File: config.mk
export PLATFORM = sky130hd
export DESIGN_NAME = module_lowspeed_control
export DESIGN_NICKNAME = d
export VERILOG_FILES = /design/src/rtl/lsc_pkg.sv /design/src/rtl/pin_sync.sv /design/src/rtl/init_timer.sv /design/src/rtl/module_lowspeed_control.sv
export SDC_FILE = /design/constraint.sdc
export NUM_CORES = 1
export LEC_CHECK = 0
export BUFFER_PORTS_ARGS = -buffer_cell sky130_fd_sc_hd__buf_2
export CAP_MARGIN = 20
export CORE_MARGIN = 1
export CORE_UTILIZATION = 60
export DETAILED_ROUTE_END_ITERATION = 6
export PLACE_DENSITY_LB_ADDON = 0.3
export SETUP_SLACK_MARGIN = 0.1
export SLEW_MARGIN = 10
export SYNTH_ARGS = -nofsm -noshare
export SYNTH_HDL_FRONTEND = slang
export SYNTH_SLANG_ARGS = --single-unit
File: constraint.sdc
create_clock -name clk -period 4.2 [get_ports clk]
set_input_delay 0.42 -clock clk [delete_from_list [all_inputs] [get_ports clk]]
set_output_delay 0.42 -clock clk [all_outputs]
set_load 0.05 [all_outputs]
File: src/rtl/lsc_pkg.sv
/*
 * Package for the low-speed control block of a pluggable optical module:
 * sequencer states, register offsets, field positions, reset values, timing.
 * Assumes a 100 MHz core clock and byte-wide management registers.
 */
package lsc_pkg;

    typedef enum logic [1:0] {
        ST_RESET,
        ST_SETTLE,
        ST_RUN,
        ST_STANDBY
    } seq_state_t;

    // ------------------------------------------------------------------
    // Register map
    // ------------------------------------------------------------------
    localparam logic [7:0] REG_FLAGS  = 8'h54;
    localparam logic [7:0] REG_MASK   = 8'h55;
    localparam logic [7:0] REG_STATUS = 8'h56;
    localparam logic [7:0] REG_CTRL   = 8'h57;

    localparam int FLAG_RESET_DONE = 0;
    localparam int FLAG_NOT_READY  = 1;
    localparam int NUM_FLAGS       = 2;

    localparam int CTRL_SOFT_TRANSMIT_DISABLE_IN = 0;

    localparam logic [1:0] MASK_RESET_VAL  = 2'h3;
    localparam logic [1:0] FLAGS_RESET_VAL = 2'h0;

    // ------------------------------------------------------------------
    // Pin inputs: tx disable, power down, tx lock loss, laser fault,
    // rx lock loss, rx power low; all idle high like a pulled-up pin
    // ------------------------------------------------------------------
    localparam int         PIN_W         = 6;
    localparam logic [5:0] PIN_RESET_VAL = 6'h3F;

    // ------------------------------------------------------------------
    // Timing
    // ------------------------------------------------------------------
    localparam int CLK_PERIOD_NS = 10;
    localparam int T_INIT_US     = 1000;
    localparam int T_INIT_CYCLES = (T_INIT_US * 1000 + CLK_PERIOD_NS - 1) / CLK_PERIOD_NS;

endpackage

File: src/rtl/pin_sync.sv
/*
 * Two-flop synchroniser for a group of asynchronous level inputs.
 * Assumes every bit is a slow level; no bit relation is kept across bits.
 */
`timescale 1ns/10ps
`default_nettype none
module pin_sync #(
    parameter int              WIDTH     = 1,
    parameter logic [WIDTH-1:0] RESET_VAL = '0
) (
    input  wire logic             clk,
    input  wire logic             arst_n,
    input  wire logic [WIDTH-1:0] asyncIn,
    output logic      [WIDTH-1:0] syncOut
);

    logic [WIDTH-1:0] meta_r;

    always_ff @(posedge clk or negedge arst_n) begin
        if (!arst_n) begin
            meta_r  <= RESET_VAL;
            syncOut <= RESET_VAL;
        end else begin
            meta_r  <= asyncIn;
            syncOut <= meta_r;
        end
    end

endmodule
`default_nettype wire

File: src/rtl/init_timer.sv
/*
 * Reset duration timer. Runs once out of reset, restarts on start,
 * pulses done for one cycle when the count expires.
 * Assumes start is a one-cycle pulse from the same clock.
 */
`timescale 1ns/10ps
`default_nettype none
module init_timer #(
    parameter int CYCLES = 16
) (
    input  wire logic clk,
    input  wire logic arst_n,
    input  wire logic start,
    output logic      done
);

    localparam int CW = $clog2(CYCLES + 1);
    localparam logic [CW-1:0] LAST = CW'(CYCLES - 1);

    logic [CW-1:0] count_r;
    logic          active_r;

    // Power-on counts as a reset, so the timer comes up running
    always_ff @(posedge clk or negedge arst_n) begin
        if (!arst_n) begin
            count_r  <= '0;
            active_r <= 1'b1;
            done     <= 1'b0;
        end else begin
            done <= 1'b0;
            if (start) begin
                count_r  <= '0;
                active_r <= 1'b1;
            end else if (active_r) begin
                if (count_r == LAST) begin
                    active_r <= 1'b0;
                    done     <= 1'b1;
                end else begin
                    count_r <= count_r + 1'b1;
                end
            end
        end
    end

endmodule
`default_nettype wire

File: src/rtl/module_lowspeed_control.sv
/*
 * Low-speed control and status of a pluggable optical module: power-down
 * and reset sequencing, fault gating, interrupt flags and a byte register
 * port for the management side.
 * Assumes the pins are asynchronous levels already pulled up outside, and
 * that the register port is driven from logic on clk.
 */
// Operation
// RQ1: Transmit disable high keeps the laser switched off.
// RQ2: Absent output reads low whenever this module is plugged in.
// RQ3: Loss-of-signal output high when received power is too low.
// RQ4: Power-down high holds standby, low power asserted.
// RQ5: Register port and laser safety keep working in standby.
// RQ6: Falling edge of power-down starts a complete reset; an edge during ST_SETTLE goes to ST_RUN without a reset.
// RQ7: Host ignores not-ready, loss-of-signal, flags except reset-done during reset.
// RQ8: Valid not-ready and loss-of-signal shown before reset-done flag sets.
// RQ9: Interrupt never asserts without a set, enabled flag.
// RQ10: Power-up with power-down asserted comes up in standby.
// RQ11: In standby only the reset-done flag may be set.
// RQ12: Host clears reset-done before releasing power-down.
// RQ13: Leaving standby runs another reset and second reset-done flag.
// RQ14: Undriven control inputs read high: laser off, standby.
// RQ15: Not-ready is the OR of tx lock loss, laser fault, rx lock loss.
// RQ16: Interrupt output is active low.
// RQ17: Interrupt holds while any enabled flag set, releases when cleared.
`timescale 1ns/10ps
`default_nettype none
module module_lowspeed_control
    import lsc_pkg::*;
#(
    parameter int INIT_CYCLES = T_INIT_CYCLES
) (
    input  wire logic       clk,
    input  wire logic       arst_n,
    input  wire logic       transmit_disable_in,
    input  wire logic       powerDownIn,
    input  wire logic       txLossOfLockIn,
    input  wire logic       laserFaultIn,
    input  wire logic       rxLossOfLockIn,
    input  wire logic       rxPowerLowIn,
    input  wire logic [7:0] regAddr,
    input  wire logic [7:0] regWrData,
    input  wire logic       regWr,
    input  wire logic       regRd,
    output logic      [7:0] regRdData,
    output logic            laserEnableOut,
    output logic            lowPowerOut,
    output logic            moduleAbsentOut,
    output logic            rxLosOut,
    output logic            module_not_ready_out,
    output logic            interruptOut_n
);

    // ------------------------------------------------------------------
    // State
    // ------------------------------------------------------------------
    typedef struct packed {
        seq_state_t           state;
        logic                 pdPrev;
        logic                 timerStart;
        logic                 nrPrev;
        logic [NUM_FLAGS-1:0] flags;
        logic [NUM_FLAGS-1:0] mask;
        logic                 softTxDis;
        logic [7:0]           rdData;
        logic                 laserEn;
        logic                 lowPower;
        logic                 absent;
        logic                 los;
        logic                 notReady;
        logic                 intN;
    } lsc_state_t;

    localparam lsc_state_t STATE_RESET = '{
        state:      ST_RESET,
        pdPrev:     1'b1,
        timerStart: 1'b0,
        nrPrev:     1'b1,
        flags:      FLAGS_RESET_VAL,
        mask:       MASK_RESET_VAL,
        softTxDis:  1'b0,
        rdData:     8'h00,
        laserEn:    1'b0,
        lowPower:   1'b1,
        absent:     1'b0,
        los:        1'b1,
        notReady:   1'b1,
        intN:       1'b1
    };

    lsc_state_t s_r;
    lsc_state_t s_nxt;

    // ------------------------------------------------------------------
    // Pin synchronisers and reset timer
    // ------------------------------------------------------------------
    logic [PIN_W-1:0] pinS;
    logic             txDisS;
    logic             pdS;
    logic             txLolS;
    logic             laserFaultS;
    logic             rxLolS;
    logic             rxPowerLowS;
    logic             timerDone;
    logic             faultNow;
    logic             pdFell;
    logic             wrFlags;
    logic             setResetDone;
    logic             setNotReady;

    // Reset values high so floating controls mean laser off and standby
    pin_sync #(
        .WIDTH     (PIN_W),
        .RESET_VAL (PIN_RESET_VAL)
    ) u_pin_sync (
        .clk     (clk),
        .arst_n  (arst_n),
        .asyncIn ({transmit_disable_in, powerDownIn, txLossOfLockIn,
                   laserFaultIn, rxLossOfLockIn, rxPowerLowIn}),
        .syncOut (pinS)
    ); // RQ14

    assign {txDisS, pdS, txLolS, laserFaultS, rxLolS, rxPowerLowS} = pinS;

    init_timer #(
        .CYCLES (INIT_CYCLES)
    ) u_init_timer (
        .clk    (clk),
        .arst_n (arst_n),
        .start  (s_r.timerStart),
        .done   (timerDone)
    );

    assign faultNow = txLolS | laserFaultS | rxLolS; // RQ15
    assign pdFell   = s_r.pdPrev & ~pdS;
    assign wrFlags  = regWr && (regAddr == REG_FLAGS);

    // ------------------------------------------------------------------
    // Next state
    // ------------------------------------------------------------------
    always_comb begin
        s_nxt            = s_r;
        s_nxt.pdPrev     = pdS;
        s_nxt.timerStart = 1'b0;
        setResetDone     = 1'b0;
        setNotReady      = 1'b0;

        case (s_r.state)
            ST_RESET: begin
                // A stale done from an earlier run is dropped while restarting
                if (pdFell) begin
                    s_nxt.timerStart = 1'b1; // RQ6
                end else if (timerDone && !s_r.timerStart) begin
                    s_nxt.state = ST_SETTLE;
                end
            end
            ST_SETTLE: begin
                // Outputs carry live values here, one cycle ahead of the flag
                setResetDone = 1'b1; // RQ8
                s_nxt.state  = pdS ? ST_STANDBY : ST_RUN; // RQ10
            end
            ST_RUN: begin
                if (pdS) begin
                    s_nxt.state = ST_STANDBY; // RQ4
                end else begin
                    setNotReady = faultNow && !s_r.nrPrev;
                end
            end
            ST_STANDBY: begin
                if (pdFell) begin
                    s_nxt.state      = ST_RESET; // RQ13
                    s_nxt.timerStart = 1'b1;
                end
            end
            default: begin
                s_nxt.state      = ST_RESET;
                s_nxt.timerStart = 1'b1;
            end
        endcase

        if (s_r.state == ST_RUN && pdFell) begin
            s_nxt.state      = ST_RESET; // RQ6
            s_nxt.timerStart = 1'b1;
        end

        s_nxt.nrPrev = faultNow;

        // Write-one-to-clear; a new event in the same cycle wins
        s_nxt.flags = s_r.flags & ~(wrFlags ? regWrData[NUM_FLAGS-1:0] : '0);
        s_nxt.flags[FLAG_RESET_DONE] = s_nxt.flags[FLAG_RESET_DONE] | setResetDone;
        s_nxt.flags[FLAG_NOT_READY]  = s_nxt.flags[FLAG_NOT_READY] | setNotReady; // RQ11

        if (regWr && regAddr == REG_MASK) begin
            s_nxt.mask = regWrData[NUM_FLAGS-1:0];
        end
        if (regWr && regAddr == REG_CTRL) begin
            s_nxt.softTxDis = regWrData[CTRL_SOFT_TRANSMIT_DISABLE_IN];
        end

        // Register port is served in every state, standby included
        s_nxt.rdData = 8'h00; // RQ5
        if (regRd) begin
            case (regAddr)
                REG_FLAGS:  s_nxt.rdData = {6'h00, s_r.flags};
                REG_MASK:   s_nxt.rdData = {6'h00, s_r.mask};
                REG_STATUS: s_nxt.rdData = {1'b0, s_r.state == ST_STANDBY,
                                            faultNow, rxPowerLowS, txLolS,
                                            laserFaultS, rxLolS, pdS};
                REG_CTRL:   s_nxt.rdData = {7'h00, s_r.softTxDis};
                default:    s_nxt.rdData = 8'h00;
            endcase
        end

        // Laser off on pin, soft disable, laser fault, reset or standby
        s_nxt.laserEn  = !txDisS && !s_r.softTxDis && !laserFaultS
                         && (s_nxt.state == ST_RUN); // RQ1
        s_nxt.lowPower = pdS || (s_nxt.state == ST_STANDBY); // RQ4
        s_nxt.absent   = 1'b0; // RQ2

        // Parked high while untrusted; live from SETTLE on, ahead of the flag
        if (s_nxt.state == ST_RUN || s_nxt.state == ST_SETTLE) begin
            s_nxt.los      = rxPowerLowS; // RQ3
            s_nxt.notReady = faultNow;    // RQ15
        end else begin
            s_nxt.los      = 1'b1; // RQ7
            s_nxt.notReady = 1'b1;
        end

        s_nxt.intN = ~|(s_nxt.flags & s_nxt.mask); // RQ9 RQ16 RQ17
    end

    always_ff @(posedge clk or negedge arst_n) begin
        if (!arst_n) begin
            s_r <= STATE_RESET;
        end else begin
            s_r <= s_nxt;
        end
    end

    // ------------------------------------------------------------------
    // Outputs
    // ------------------------------------------------------------------
    assign regRdData            = s_r.rdData;
    assign laserEnableOut       = s_r.laserEn;
    assign lowPowerOut          = s_r.lowPower;
    assign moduleAbsentOut      = s_r.absent;
    assign rxLosOut             = s_r.los;
    assign module_not_ready_out = s_r.notReady;
    assign interruptOut_n       = s_r.intN;

    // ------------------------------------------------------------------
    // Checks
    // ------------------------------------------------------------------
    tx_off_a: assert property (@(posedge clk) disable iff (!arst_n) // RQ1
        txDisS |=> !laserEnableOut)
        else $error("laser on while transmit disable high");

    absent_low_a: assert property (@(posedge clk) disable iff (!arst_n) // RQ2
        !moduleAbsentOut)
        else $error("absent output high with module present");

    los_follow_a: assert property (@(posedge clk) disable iff (!arst_n) // RQ3
        (s_r.state == ST_RUN) ##1 (s_r.state == ST_RUN)
        |-> rxLosOut == $past(rxPowerLowS))
        else $error("loss of signal does not follow rx power");

    standby_power_a: assert property (@(posedge clk) disable iff (!arst_n) // RQ4
        (s_r.state == ST_STANDBY) |-> lowPowerOut && !laserEnableOut)
        else $error("standby without low power");

    reset_on_fall_a: assert property (@(posedge clk) disable iff (!arst_n) // RQ6
        (s_r.state inside {ST_RUN, ST_STANDBY}) && s_r.pdPrev && !pdS
        |=> s_r.state == ST_RESET && s_r.timerStart)
        else $error("falling power down did not start reset");

    ready_first_a: assert property (@(posedge clk) disable iff (!arst_n) // RQ8
        $rose(s_r.flags[FLAG_RESET_DONE])
        |-> $past(s_r.state) == ST_SETTLE
            && $past(module_not_ready_out) == $past(faultNow, 2))
        else $error("reset done flagged before outputs valid");

    no_spurious_a: assert property (@(posedge clk) disable iff (!arst_n) // RQ9
        !interruptOut_n |-> |(s_r.flags & s_r.mask))
        else $error("interrupt without enabled flag");

    standby_flags_a: assert property (@(posedge clk) disable iff (!arst_n) // RQ11
        (s_r.state == ST_STANDBY) ##1 (s_r.state == ST_STANDBY)
        |-> !$rose(s_r.flags[FLAG_NOT_READY]))
        else $error("fault flag set during standby");

    int_hold_a: assert property (@(posedge clk) disable iff (!arst_n) // RQ17
        |(s_r.flags & s_r.mask) |-> !interruptOut_n)
        else $error("interrupt released with flag pending");

    settle_one_a: assert property (@(posedge clk) disable iff (!arst_n) // RQ13
        (s_r.state == ST_SETTLE)
        |=> s_r.state inside {ST_RUN, ST_STANDBY} && s_r.flags[FLAG_RESET_DONE])
        else $error("reset completion not posted");

    rd_idle_a: assert property (@(posedge clk) disable iff (!arst_n) // RQ5
        !regRd |=> regRdData == 8'h00)
        else $error("read data not zero outside read answer");

    nr_flag_a: assert property (@(posedge clk) disable iff (!arst_n) // RQ11
        $rose(s_r.flags[FLAG_NOT_READY]) |-> $past(s_r.state) == ST_RUN)
        else $error("fault flag set outside normal operation");

    park_outputs_a: assert property (@(posedge clk) disable iff (!arst_n) // RQ7
        (s_r.state inside {ST_RESET, ST_STANDBY}) |-> rxLosOut && module_not_ready_out)
        else $error("status outputs not parked during reset or standby");

    nr_or_a: assert property (@(posedge clk) disable iff (!arst_n) // RQ15
        (s_r.state == ST_RUN) |-> module_not_ready_out == $past(faultNow))
        else $error("not ready does not follow fault sources");

    laser_run_a: assert property (@(posedge clk) disable iff (!arst_n) // RQ1
        laserEnableOut |-> (s_r.state == ST_RUN))
        else $error("laser on outside normal operation");

    soft_dis_a: assert property (@(posedge clk) disable iff (!arst_n) // RQ1
        s_r.softTxDis |=> !laserEnableOut)
        else $error("laser on while soft disable set");

    pd_standby_a: assert property (@(posedge clk) disable iff (!arst_n) // RQ4
        (s_r.state == ST_RUN) && pdS |=> (s_r.state == ST_STANDBY))
        else $error("power down high did not enter standby");

    int_done_a: assert property (@(posedge clk) disable iff (!arst_n) // RQ16
        (s_r.state == ST_SETTLE) |=> !interruptOut_n || !s_r.mask[FLAG_RESET_DONE])
        else $error("reset completion not driven low on interrupt");

    run_power_a: assert property (@(posedge clk) disable iff (!arst_n) // RQ4
        (s_r.state == ST_RUN) |-> !lowPowerOut)
        else $error("low power flagged in normal operation");

endmodule
`default_nettype wire

==> impl_metrics.sql <==
INSERT INTO impl_metrics (metric_group, metric, value, unit) VALUES
('final_layout', 'area_delta_synth_final', '8.92', '%'),
('critical_path', 'critPathLaunch', 'u_init_timer.count_r[0]', ''),
('global_routing', 'wire_length_of_the_first_global_routing_pass', '7260', 'um'),
('final_layout', 'antenna_cells_inserted', '0', ''),
('cts', 'clk_latency', '310', 'ps'),
('power_and_ir_drop', 'power_report.internal_total', '0.695', 'mW'),
('floorplan', 'floorplan.rows', '22', ''),
('global_routing', 'grt_antenna_before_repair', '0', ''),
('power_and_ir_drop', 'switching_share', '26.0', '%'),
('floorplan', 'core_area', '3770', 'sq um'),
('timing', 'timing.final.crit_share', '46.0', '%'),
('floorplan', 'design.portCount', '40', ''),
('timing', 'slew-limit-headroom', '58.2', '%'),
('timing', 'finalHoldViolCount', '0', ''),
('timing', 'setup_tns', '0', 'ps'),
('cts', 'tritoncts_num_sinks', '53', ''),
('synthesis', 'synthCells', '211', ''),
('cts', 'worst_setup_hold_path_clk_slew', '100', 'ps'),
('cts', 'number_of_cts_inserted_buffers', '5', ''),
('power_and_ir_drop', 'power_switching', '0.244', 'mW'),
('route', 'drcViolationCount', '0', ''),
('job', 'maxCapViolations', '0', ''),
('global_routing', 'grtUsageTotal', '23.1', '%'),
('floorplan', 'start_util', '64.0', '%'),
('cts', 'post_cts.resized_instances', '0', ''),
('worst_hold_path', 'holdCritStartpoint', 'powerDownIn', ''),
('critical_path', 'timing.critical_path.arrival', '2130', 'ps'),
('critical_path', 'setup.reg_to_reg.worst_slack', '2270', 'ps'),
('critical_path', 'critical_path.slowest_cell', 'sky130_fd_sc_hd__dfrtp_1', ''),
('critical_path', 'critical_path.cell_chain', 'ha_1 > and4_4 > nand4_2 > nor2_2 > nor2_2 > mux2_4', ''),
('critical_path', 'regToRegStartpoint', 'u_init_timer.count_r[0]', ''),
('final_layout', 'most_common_cell_after_layout_fill_and_taps_aside', 'sky130_fd_sc_hd__dfrtp_1', ''),
('power_and_ir_drop', 'peakVddDrop', '280', 'uV'),
('synthesis', 'avgSynthCellArea', '11.4', 'sq um'),
('critical_path', 'critical_path_capture_point_type', 'register', ''),
('synthesis', 'synthesis.area', '2410', 'sq um'),
('synthesis', 'synth_flop_cell', 'sky130_fd_sc_hd__dfrtp_1', ''),
('timing', 'finalWorstPathRequiredPeriod', '1930', 'ps'),
('timing', 'max_slew.worst_pin.slew', '627', 'ps'),
('final_layout', 'drive_above_1_share', '31.9', '%'),
('place', 'numPortBuffers', '31', ''),
('synthesis', 'synth_cell_types', '49', ''),
('global_routing', 'via_count_of_the_first_global_routing_pass', '1586', ''),
('cts', 'cts.htree.levels', '2', ''),
('floorplan', 'horizontal_die_dimension', '65.4', 'um'),
('final_layout', 'fin_nets', '268', ''),
('critical_path', 'critPathMaxStageDelay', '420', 'ps'),
('power_and_ir_drop', 'powerDensity', '357', 'nW/um^2'),
('status', 'outcome', 'complete, no violations', ''),
('cts', 'cts_tree', 'built', ''),
('route', 'detailroute.via_count', '1610', ''),
('synthesis', 'synth_seq_area_share', '56.1', '%'),
('critical_path', 'worstReg2RegEnd', 'u_init_timer.count_r[11]', ''),
('final_layout', 'final_cell_mix', 'sky130_fd_sc_hd__dfrtp_1 (32), sky130_fd_sc_hd__buf_2 (31), sky130_fd_sc_hd__nor2_1 (22)', ''),
('floorplan', 'die_boundary_height', '65.4', 'um'),
('timing', 'fin_skew', '9.17', 'ps'),
('timing', 'maxClockFrequency', '518', 'MHz'),
('synthesis', 'yosys_warnings', '0', ''),
('critical_path', 'timing.critical_path.fanout_max', '11', ''),
('final_layout', 'number_of_cells_in_the_finished_layout_apart_from_fillers', '286', ''),
('route', 'antenna_violating_nets_post_route', '0', ''),
('synthesis', 'synthArstFlopShare', '100', '%'),
('route', 'detailedRoute.firstIterationViolations', '128', ''),
('timing', 'rsz0062_at_grt', 'false', ''),
('critical_path', 'worst_path_most_repeated_cell', 'sky130_fd_sc_hd__nor2_2', ''),
('cts', 'cts_max_path_buffers', '2', ''),
('route', 'drt_pass1_iterations', '4', ''),
('power_and_ir_drop', 'leakagePower', '1.18', 'nW'),
('timing', 'setup_viol', '0', ''),
('power_and_ir_drop', 'clock_power_share', '32.1', '%'),
('timing', 'slew_viol_final', '0', '');
[how the worst min path moves through the flow]
stage                                  to  cells after the start
detailed placement  u_pin_sync.syncOut[2]                      0
global route         u_pin_sync.meta_r[4]                      1
floorplan                  laserEnableOut                      0
CTS                  u_pin_sync.meta_r[4]                      1
global placement    u_pin_sync.syncOut[0]                      0
finish               u_pin_sync.meta_r[4]                      1
[registers in the layout (all words and copies together) (netlist names)]
name,cells
regRdData,7
s_r,10
u_init_timer.count_r,17
module_not_ready_out,1
lowPowerOut,1
rxLosOut,1
u_pin_sync.syncOut,6
interruptOut_n,1
u_init_timer.active_r,1
u_init_timer.done,1
laserEnableOut,1
u_pin_sync.meta_r,6
[logic make-up (layout without fill, tap and decap cells)]
logic type               Yosys count  count (layout)  share of synthesized area, %
AO/OA/AOI/OAI                     25              25                          6.79
XOR/XNOR                          12              12                          4.36
adder cells (fa/ha/maj)            5               5                          2.59
buffers and inverters             19              45                          5.29
flip-flops                        53              53                          56.1
multiplexers                       6               6                          3.37
other                              1               2                         0.155
AND/OR/NAND/NOR                   90              90                          21.4
[worst max-delay path: cells and delay by family, from the launching register on]
family,cells,cell delay (ps)
flops,1,420
mux,1,300
simple gates,4,870
fa+ha+maj,1,240
[per-stage QoR]
| stage | setup slack [ps] | power (mW) | hold WS (ps) | cell area [sq um] |
|---|---|---|---|---|
| final | 2270 | 0.939 | 195 | 2630 |
| after global routing | 2130 | 0.991 | 155 | 2630 |
| after CTS | 2270 | 0.949 | 185 | 2630 |
| after detailed placement | 2250 | 0.646 | 348 | 2530 |
| after global placement | 2280 | 0.642 | 345 | 2530 |
| after floorplan | 2560 | 0.615 | 124 | 2420 |
[power by group through the flow]
stage | logic, mW | registers [mW] | clock network (mW)
6_report | 0.0690 | 0.568 | 0.302
5_1_grt | 0.0803 | 0.572 | 0.339
4_1_cts | 0.0700 | 0.567 | 0.312
3_5_place_dp | 0.0694 | 0.576 | 0
3_3_place_gp | 0.0669 | 0.575 | 0
2_1_floorplan | 0.0461 | 0.569 | 0
[metal layers]
| metal | vias to the layer above | share of wire (%) | GRT usage [%] |
|---|---|---|---|
| met5 | - | 0 | 0 |
| met1 | 794 | 44 | 31.2 |
| met2 | 29 | 52 | 37.0 |
| met3 | 6 | 3.2 | 5.73 |
| li1 | 781 | - | - |
| met4 | 0 | 0.82 | 6.52 |
[cell usage after synthesis (all sizes together), types with 2 or more instances]
| cell type | n | area (sq um) |
|---|---|---|
| inv | 5 | 18.8 |
| a31oi | 2 | 12.5 |
| clkbuf | 2 | 7.51 |
| and3 | 3 | 20.0 |
| nor3 | 7 | 35.0 |
| xor2 | 7 | 61.3 |
| o21ai | 6 | 30.0 |
| nor4b | 3 | 38.8 |
| nand4 | 8 | 56.3 |
| nand4bb | 2 | 22.5 |
| xnor2 | 5 | 43.8 |
| o21bai | 2 | 15.0 |
| nand2 | 11 | 41.3 |
| o31ai | 2 | 15.0 |
| ha | 5 | 62.6 |
| dfrtp | 32 | 801 |
| nand3 | 11 | 55.1 |
| mux2 | 4 | 48.8 |
| nor2b | 3 | 18.8 |
| or3 | 3 | 20.0 |
| and2 | 6 | 38.8 |
| nand2b | 3 | 18.8 |
| dfstp | 21 | 552 |
| nor3b | 3 | 22.5 |
| nor2 | 24 | 95.1 |
| a21o | 2 | 15.0 |
| buf | 12 | 101 |
| a21oi | 4 | 20.0 |
| and4 | 2 | 20.0 |
[cell type report]
cell class              instances  area (sq um)
clock buffers                   5          68.8
clock inverters                 3          28.8
fillers                       274          1140
inverters                       5          18.8
multi-input cells             140           936
flip-flops and latches         53          1350
well taps                      48          60.1
repair buffers                 32           163
No activity file was read; power rests on OpenSTA's default activity.
